$ cat config.mk
export PLATFORM = sky130hd
export DESIGN_NAME = can_acceptance_filter_config
export DESIGN_NICKNAME = d
export VERILOG_FILES = /design/src/can_filt_pkg.sv /design/src/filter_decode.sv /design/src/can_acceptance_filter_config.sv
export SDC_FILE = /design/constraint.sdc
export NUM_CORES = 1
export LEC_CHECK = 0
export ABC_AREA = 1
export BUFFER_PORTS_ARGS = -buffer_cell sky130_fd_sc_hd__buf_2
export CORE_MARGIN = 10
export CORE_UTILIZATION = 35
export CTS_CLUSTER_SIZE = 16
export DETAILED_ROUTE_END_ITERATION = 10
export HOLD_SLACK_MARGIN = 0.12
export SETUP_SLACK_MARGIN = 0.5
export SLEW_MARGIN = 25
export SYNTH_ARGS = -nofsm -noshare
export SYNTH_HDL_FRONTEND = slang
export SYNTH_SLANG_ARGS = --single-unit
$ cat constraint.sdc
create_clock -name clk -period 2.8 [get_ports clk]
set_input_delay 0.28 -clock clk [delete_from_list [all_inputs] [get_ports clk]]
set_output_delay 0.28 -clock clk [all_outputs]
set_load 0.02 [all_outputs]
$ cat src/can_filt_pkg.sv
// Constants for the acceptance filter configuration bank
package can_filt_pkg;
    localparam int NUM_FILTERS = 8;
    localparam int ADDR_W      = 8;
    localparam int PAGE_W      = 3;
    // Register offsets within the paged window
    localparam logic [7:0] OFF_MODE_LOWER = 8'h00F0;
    localparam logic [7:0] OFF_MODE_UPPER = 8'h00F1;
    localparam logic [7:0] OFF_CFG_PAIR0  = 8'h00F2;
    localparam logic [7:0] OFF_CFG_PAIR1  = 8'h00F3;
    localparam logic [7:0] OFF_CFG_PAIR2  = 8'h00F4;
    localparam logic [7:0] OFF_CFG_PAIR3  = 8'h00F5;
    localparam logic [7:0] OFF_TS_HIGH    = 8'h00FF;
    localparam logic [7:0] OFF_ID_BASE    = 8'h00F0;
    // Pages that show the configuration registers
    localparam logic [2:0] PAGE_CFG_MIN   = 3'h4;
    // Field positions inside a configuration nibble
    localparam int FLD_ACTIVE = 0;
    localparam int FLD_SCALE_LO = 1;
    localparam int FLD_FIFO   = 3;
    localparam int NIBBLE_W   = 4;
    localparam logic [7:0] CFG_RESET = 8'h0000;
    localparam logic [7:0] TS_RESET  = 8'h0000;
endpackage : can_filt_pkg

$ cat src/filter_decode.sv
// Per-filter view of the configuration and mode registers
`timescale 1ns/1ps
module filter_decode
#(
    parameter int NUM_FILTERS = 8
)
(
    input  wire logic [8*NUM_FILTERS/2-1:0] cfg_bits,
    input  wire logic [2*NUM_FILTERS-1:0]   mode_bits,
    output logic      [NUM_FILTERS-1:0]     fifo_sel,
    output logic      [2*NUM_FILTERS-1:0]   scale,
    output logic      [NUM_FILTERS-1:0]     active,
    output logic      [NUM_FILTERS-1:0]     high_list,
    output logic      [NUM_FILTERS-1:0]     low_list
);
    genvar f;
    generate
        for (f = 0; f < NUM_FILTERS; f++)
        begin : g_filt
            localparam int B = f * can_filt_pkg::NIBBLE_W;
            assign fifo_sel[f] = cfg_bits[B + can_filt_pkg::FLD_FIFO];
            assign scale[2*f +: 2] =
                cfg_bits[B + can_filt_pkg::FLD_SCALE_LO +: 2];
            assign active[f] = cfg_bits[B + can_filt_pkg::FLD_ACTIVE];
            assign high_list[f] = mode_bits[2*f + 1];
            assign low_list[f]  = mode_bits[2*f];
        end
    endgenerate
endmodule : filter_decode

$ cat src/can_acceptance_filter_config.sv
// Acceptance filter configuration and mode register bank
//
// Chosen here: the register addresses and the plain strobed port.
`timescale 1ns/1ps
module can_acceptance_filter_config
#(
    parameter int NUM_FILTERS = 8
)
(
    input  wire logic                     clk,
    input  wire logic                     rst_n,
    input  wire logic [7:0]               addr,
    input  wire logic [7:0]               wdata,
    input  wire logic                     wr,
    input  wire logic                     rd,
    input  wire logic [2:0]               filter_page_select,
    input  wire logic                     setup_mode,
    input  wire logic                     sof_capture,
    input  wire logic [15:0]              timer_value,
    output logic      [7:0]               rdata,
    output logic      [NUM_FILTERS-1:0]   filter_fifo_select,
    output logic      [2*NUM_FILTERS-1:0] filter_scale_cfg,
    output logic      [NUM_FILTERS-1:0]   filter_active_flag,
    output logic      [NUM_FILTERS-1:0]   filter_high_half_mode,
    output logic      [NUM_FILTERS-1:0]   filter_low_half_mode,
    output logic                          id_write_en,
    output logic      [2:0]               id_write_filter,
    output logic      [2:0]               id_write_index,
    output logic      [7:0]               id_write_data
);
    localparam int NPAIR = NUM_FILTERS / 2;

    logic [7:0] cfg_reg  [NPAIR];
    logic [7:0] cfg_next [NPAIR];
    logic [7:0] mode_reg [2];
    logic [7:0] mode_next[2];
    logic [7:0] ts_high_reg;
    logic [7:0] ts_high_next;
    logic [7:0] rdata_reg;
    logic [7:0] rdata_next;
    logic       idw_en_reg;
    logic       idw_en_next;
    logic [2:0] idw_filt_reg;
    logic [2:0] idw_filt_next;
    logic [2:0] idw_idx_reg;
    logic [2:0] idw_idx_next;
    logic [7:0] idw_data_reg;
    logic [7:0] idw_data_next;

    logic [8*NPAIR-1:0]       cfg_flat;
    logic [2*NUM_FILTERS-1:0] mode_flat;
    logic [NUM_FILTERS-1:0]   fifo_w;
    logic [2*NUM_FILTERS-1:0] scale_w;
    logic [NUM_FILTERS-1:0]   active_w;
    logic [NUM_FILTERS-1:0]   high_w;
    logic [NUM_FILTERS-1:0]   low_w;

    // Configuration page shown when page select is 4..7
    function automatic logic on_cfg_page(input logic [2:0] pg);
        on_cfg_page = (pg >= can_filt_pkg::PAGE_CFG_MIN);
    endfunction : on_cfg_page

    // Merge a config write: FIFO and scale bits held outside setup
    function automatic logic [7:0] cfg_merge(input logic [7:0] old_v,
                                             input logic [7:0] new_v,
                                             input logic       setup);
        logic [7:0] keep;
        keep = 8'h0011;
        if (setup)
        begin
            cfg_merge = new_v;
        end
        else
        begin
            cfg_merge = (new_v & keep) | (old_v & ~keep);
        end
    endfunction : cfg_merge

    genvar p;
    generate
        for (p = 0; p < NPAIR; p++)
        begin : g_flat
            assign cfg_flat[8*p +: 8] = cfg_reg[p];
        end
    endgenerate
    assign mode_flat = {mode_reg[1], mode_reg[0]};

    filter_decode #(
        .NUM_FILTERS (NUM_FILTERS)
    ) u_decode (
        .cfg_bits    (cfg_flat),
        .mode_bits   (mode_flat),
        .fifo_sel    (fifo_w),
        .scale       (scale_w),
        .active      (active_w),
        .high_list   (high_w),
        .low_list    (low_w)
    );

    // Register write and read path
    always_comb
    begin
        logic [2:0] id_filt;
        id_filt = 3'h0;
        for (int i = 0; i < NPAIR; i++)
        begin
            cfg_next[i] = cfg_reg[i];
        end
        mode_next[0]  = mode_reg[0];
        mode_next[1]  = mode_reg[1];
        ts_high_next  = ts_high_reg;
        rdata_next    = 8'h0000;
        idw_en_next   = 1'b0;
        idw_filt_next = idw_filt_reg;
        idw_idx_next  = idw_idx_reg;
        idw_data_next = idw_data_reg;

        if (sof_capture)
        begin
            ts_high_next = timer_value[15:8];
        end

        // Bits below change only on a software write, except ts_high_reg, which sof_capture also loads above
        if (wr)
        begin
            if (addr == can_filt_pkg::OFF_TS_HIGH)
            begin
                ts_high_next = wdata;
            end
            else if (on_cfg_page(filter_page_select))
            begin
                case (addr)
                    can_filt_pkg::OFF_MODE_LOWER: mode_next[0] = wdata;
                    can_filt_pkg::OFF_MODE_UPPER: mode_next[1] = wdata;
                    can_filt_pkg::OFF_CFG_PAIR0:
                        cfg_next[0] = cfg_merge(cfg_reg[0], wdata,
                                                setup_mode);
                    can_filt_pkg::OFF_CFG_PAIR1:
                        cfg_next[1] = cfg_merge(cfg_reg[1], wdata,
                                                setup_mode);
                    can_filt_pkg::OFF_CFG_PAIR2:
                        cfg_next[2] = cfg_merge(cfg_reg[2], wdata,
                                                setup_mode);
                    can_filt_pkg::OFF_CFG_PAIR3:
                        cfg_next[3] = cfg_merge(cfg_reg[3], wdata,
                                                setup_mode);
                    default: ;
                endcase
            end
            else if (addr >= can_filt_pkg::OFF_ID_BASE)
            begin
                // Pages 0..3 hold id/mask registers of a filter pair
                id_filt = {filter_page_select[1:0], addr[3]};
                if (!active_w[id_filt])
                begin
                    idw_en_next   = 1'b1;
                    idw_filt_next = id_filt;
                    idw_idx_next  = addr[2:0];
                    idw_data_next = wdata;
                end
            end
        end

        if (rd)
        begin
            if (addr == can_filt_pkg::OFF_TS_HIGH)
            begin
                rdata_next = ts_high_reg;
            end
            else if (on_cfg_page(filter_page_select))
            begin
                case (addr)
                    can_filt_pkg::OFF_MODE_LOWER: rdata_next = mode_reg[0];
                    can_filt_pkg::OFF_MODE_UPPER: rdata_next = mode_reg[1];
                    can_filt_pkg::OFF_CFG_PAIR0:  rdata_next = cfg_reg[0];
                    can_filt_pkg::OFF_CFG_PAIR1:  rdata_next = cfg_reg[1];
                    can_filt_pkg::OFF_CFG_PAIR2:  rdata_next = cfg_reg[2];
                    can_filt_pkg::OFF_CFG_PAIR3:  rdata_next = cfg_reg[3];
                    default:                      rdata_next = 8'h0000;
                endcase
            end
        end
    end

    always_ff @(posedge clk)
    begin
        if (!rst_n)
        begin
            for (int i = 0; i < NPAIR; i++)
            begin
                cfg_reg[i] <= can_filt_pkg::CFG_RESET;
            end
            mode_reg[0]  <= can_filt_pkg::CFG_RESET;
            mode_reg[1]  <= can_filt_pkg::CFG_RESET;
            ts_high_reg  <= can_filt_pkg::TS_RESET;
            rdata_reg    <= 8'h0000;
            idw_en_reg   <= 1'b0;
            idw_filt_reg <= 3'h0;
            idw_idx_reg  <= 3'h0;
            idw_data_reg <= 8'h0000;
        end
        else
        begin
            for (int i = 0; i < NPAIR; i++)
            begin
                cfg_reg[i] <= cfg_next[i];
            end
            mode_reg[0]  <= mode_next[0];
            mode_reg[1]  <= mode_next[1];
            ts_high_reg  <= ts_high_next;
            rdata_reg    <= rdata_next;
            idw_en_reg   <= idw_en_next;
            idw_filt_reg <= idw_filt_next;
            idw_idx_reg  <= idw_idx_next;
            idw_data_reg <= idw_data_next;
        end
    end

    // Decoded fields come from flip-flops through pure wiring
    assign rdata                 = rdata_reg;
    assign filter_fifo_select    = fifo_w;
    assign filter_scale_cfg      = scale_w;
    assign filter_active_flag    = active_w;
    assign filter_high_half_mode = high_w;
    assign filter_low_half_mode  = low_w;
    assign id_write_en           = idw_en_reg;
    assign id_write_filter       = idw_filt_reg;
    assign id_write_index        = idw_idx_reg;
    assign id_write_data         = idw_data_reg;
endmodule : can_acceptance_filter_config

==> flow_summary.ini <==
[routing]
totalWireLength_um = 12600
vias_per_cell = 5.00
dr.first_iter.drc_count = 305
firstDrtPassIters = 5
vias = 3923
drc = 0
ant_nets = 0
wl_per_cell_um = 16.1

[global_routing]
grt_overflow = 0
antenna_found_initial = 1
grt_pass1_vias = 3611
track_usage_pct = 16.3
grt_start_max_net_pins = 41
grt_first_pass_wirelength_um = 19700

[clocking]
post_cts_buffers = 0
ctsRootBufferMaster = clkbuf_8
cts_tree = built
path_clk_slew_ns = 0.08
numCtsBuffers = 9
clock_sinks = 79
cts_max_level = 3
postCtsResizedCells = 0
clkLatencyLatePin_ns = 0.35
cts_hold_buf = 0
cts_buffer_depth = 2

[logic_synthesis]
ys_seq_area_share_pct = 41.8
avgSynthCellArea_um2 = 6.86
synth_top_area_share_pct = 41.8
synth_cells = 552
synth_cell_type_count = 25
synth_area_um2 = 3780
yosys_warnings = 0
synth_seq_cells = 79
synth.most_common_cell = nand2_1
yosys.area.top_type = dfxtp_1
syn_nets = 593
ys.flop_type = dfxtp_1
synth_edf_count = 0
ys_top_cells_by_area = dfxtp_1 42%, nand2_1 16%, nand3_1 10%
synth.top_cells.by_count = 158 x nand2_1, 79 x dfxtp_1, 76 x nand3_1, 58 x a21oi_1, 47 x nor2_1
async_flop_share_pct = 0

[setup_path]
worstSetupEndpointType = register
crit_chain = buf_2 -> nand2_1 -> nor2_4 -> buf_4 -> nand2_1 -> nor2_1 -> nand3_4 -> nand2_1 -> nand2_1 -> nor2_1
r2r_slack_ns = 1.40
cpMaxStageDelayCell = nor2_4
path_class = in -> reg
worst-endpoint-arrival_ns = 1.88
critical_path_buf_inv_count = 2
cp-start-kind = input pin
cp_slowest_stage_delay_ns = 0.32
crit_required_ns = 3.09
reg2reg_depth = 9
crit_fanout = 28
crit_family = simple AND/OR/NAND/NOR gates
r2r-start = cfg_reg[2][0]$_SDFFE_PN0N_
cp_common_cell = nand2_1
r2r-end = id_write_data[6]$_SDFFE_PN0P_

[timing]
worst_pin_slew_ns = 0.581
slew_viol_final = 0
finalSetupViolations = 0
max_slew_margin_pct = 61.3
rsz0062_at_grt = false
setup_tns_ns = 0
hold_viol = 0
setup_ws_ns = 1.21
timing.fmax_mhz = 630
skew_ns = 0.00704
final.period_utilization_pct = 56.7
min_period_ns = 1.59

[floorplanning]
core-area_um2 = 10400
rows = 37
dieArea_um2 = 15400
ioPinCount = 112
die_h_um = 124
start_util_pct = 36.3
die_w_um = 124

[layout]
final_cell_area_um2 = 4550
largest_reg_flops = 32
layout-drive-gt1-share_pct = 24.2
area_growth_pct = 20.3
final_cells = 785
finalNetCount = 684

[status]
status = finished clean

[pwr]
power_density_nw_per_um2 = 470
power_frac_comb_pct = 7.5
net-switching-power_uw = 552
power.leakage_uw = 0.00213
switching_share_pct = 25.8
ir_worst_vdd_mv = 0.274
intPower_uw = 1590
pwr-share-seq_pct = 53.2
clockPowerShare_pct = 39.4

[placement]
placed_cell_area_um2 = 4360
post-place-ws_ns = 0.842
gp_congestion = 0.864
detailed_place_hpwl_um = 9260
dp.cells = 768
io_buffers = 103

[worst_hold_path]
min_from = filter_page_select[0]
worstHoldPathCells = 3
hold_end = id_write_filter[1]$_SDFFE_PN0P_
hold_path_class = in -> reg

[job]
cap_viol_max_count = 0
## per-layer routing
layer,routed length [µm],track usage [%],up-vias
li1,-,-,1956
met1,5710,21.7,1802
met2,5520,25.0,155
met3,1290,5.52,10
met4,101,3.96,0
met5,0,0,-
## per-stage QoR
step	util, %	hold slack (ns)	power (µW)
after floorplan	-	0.415	1260
after global placement	41.8	0.454	1320
after detailed placement	41.8	0.458	1320
after CTS	43.7	0.187	2160
after global routing	43.7	0.192	2220
final	43.7	0.198	2140
## layout by cell type, fill, tap and decap left out, drive strengths merged
| master | netlist | final |
|---|---|---|
| dfxtp | 79 | 79 |
| a31oi | 6 | 6 |
| clkinv | 0 | 2 |
| bufinv | 0 | 1 |
| buf | 17 | 110 |
| nor2 | 61 | 61 |
| a21oi | 58 | 58 |
| o21ai | 23 | 23 |
| nand3 | 81 | 81 |
| clkbuf | 13 | 11 |
| clkinvlp | 0 | 2 |
| inv | 47 | 47 |
| diode | 0 | 1 |
| nand2 | 165 | 165 |
| nand4 | 2 | 2 |
## worst max-delay path by stage
stage	start	to	slack (ns)	cells after the start
after floorplan	addr[7]	id_write_data[7]$_SDFFE_PN0P_	1.46	8
after detailed placement	addr[7]	id_write_data[1]$_SDFFE_PN0P_	0.84	9
after CTS	addr[7]	id_write_data[6]$_SDFFE_PN0P_	1.22	10
final	addr[7]	id_write_data[6]$_SDFFE_PN0P_	1.21	10
after global placement	addr[7]	id_write_index[0]$_SDFFE_PN0P_	0.87	9
after global routing	addr[7]	id_write_index[1]$_SDFFE_PN0P_	1.03	10
## logic make-up (layout without fill, tap and decap cells)
logic type / after synthesis / count (layout) / synth area share (%)
flops: 79 / 79 / 41.8
simple gates: 309 / 309 / 37.5
compound gates: 87 / 87 / 11.7
other cells: 0 / 1 / 0
buf+inv: 77 / 173 / 9.06
## worst reg2reg max path: stages (launching register included)
cell and delay (ns):
dfxtp_1 0.36, nor2_1 0.11, nor2_1 0.04, o21ai_1 0.08, nand2_1 0.08, nand2_1 0.11, nand3_4 0.26, nand2_1 0.14
nand2_1 0.06, nor2_1 0.11
## power groups by stage
| stage | registers (µW) | clock network, µW | logic (µW) |
|---|---|---|---|
| floorplan | 1170 | 0 | 92.9 |
| finish | 1140 | 841 | 160 |
| CTS | 1140 | 860 | 159 |
| global route | 1140 | 908 | 174 |
| detailed placement | 1160 | 0 | 159 |
| global placement | 1160 | 0 | 156 |
## cell type report
type | instances | area, µm²
diodes | 1 | 2.50
clock buffers | 11 | 131
clock inverters | 5 | 58.8
fillers | 1086 | 5860
inverters | 47 | 179
multi-input cells | 396 | 1860
flip-flops and latches | 79 | 1580
well taps | 136 | 170
repair buffers | 110 | 568
No activity file was read; power rests on OpenSTA's default activity.
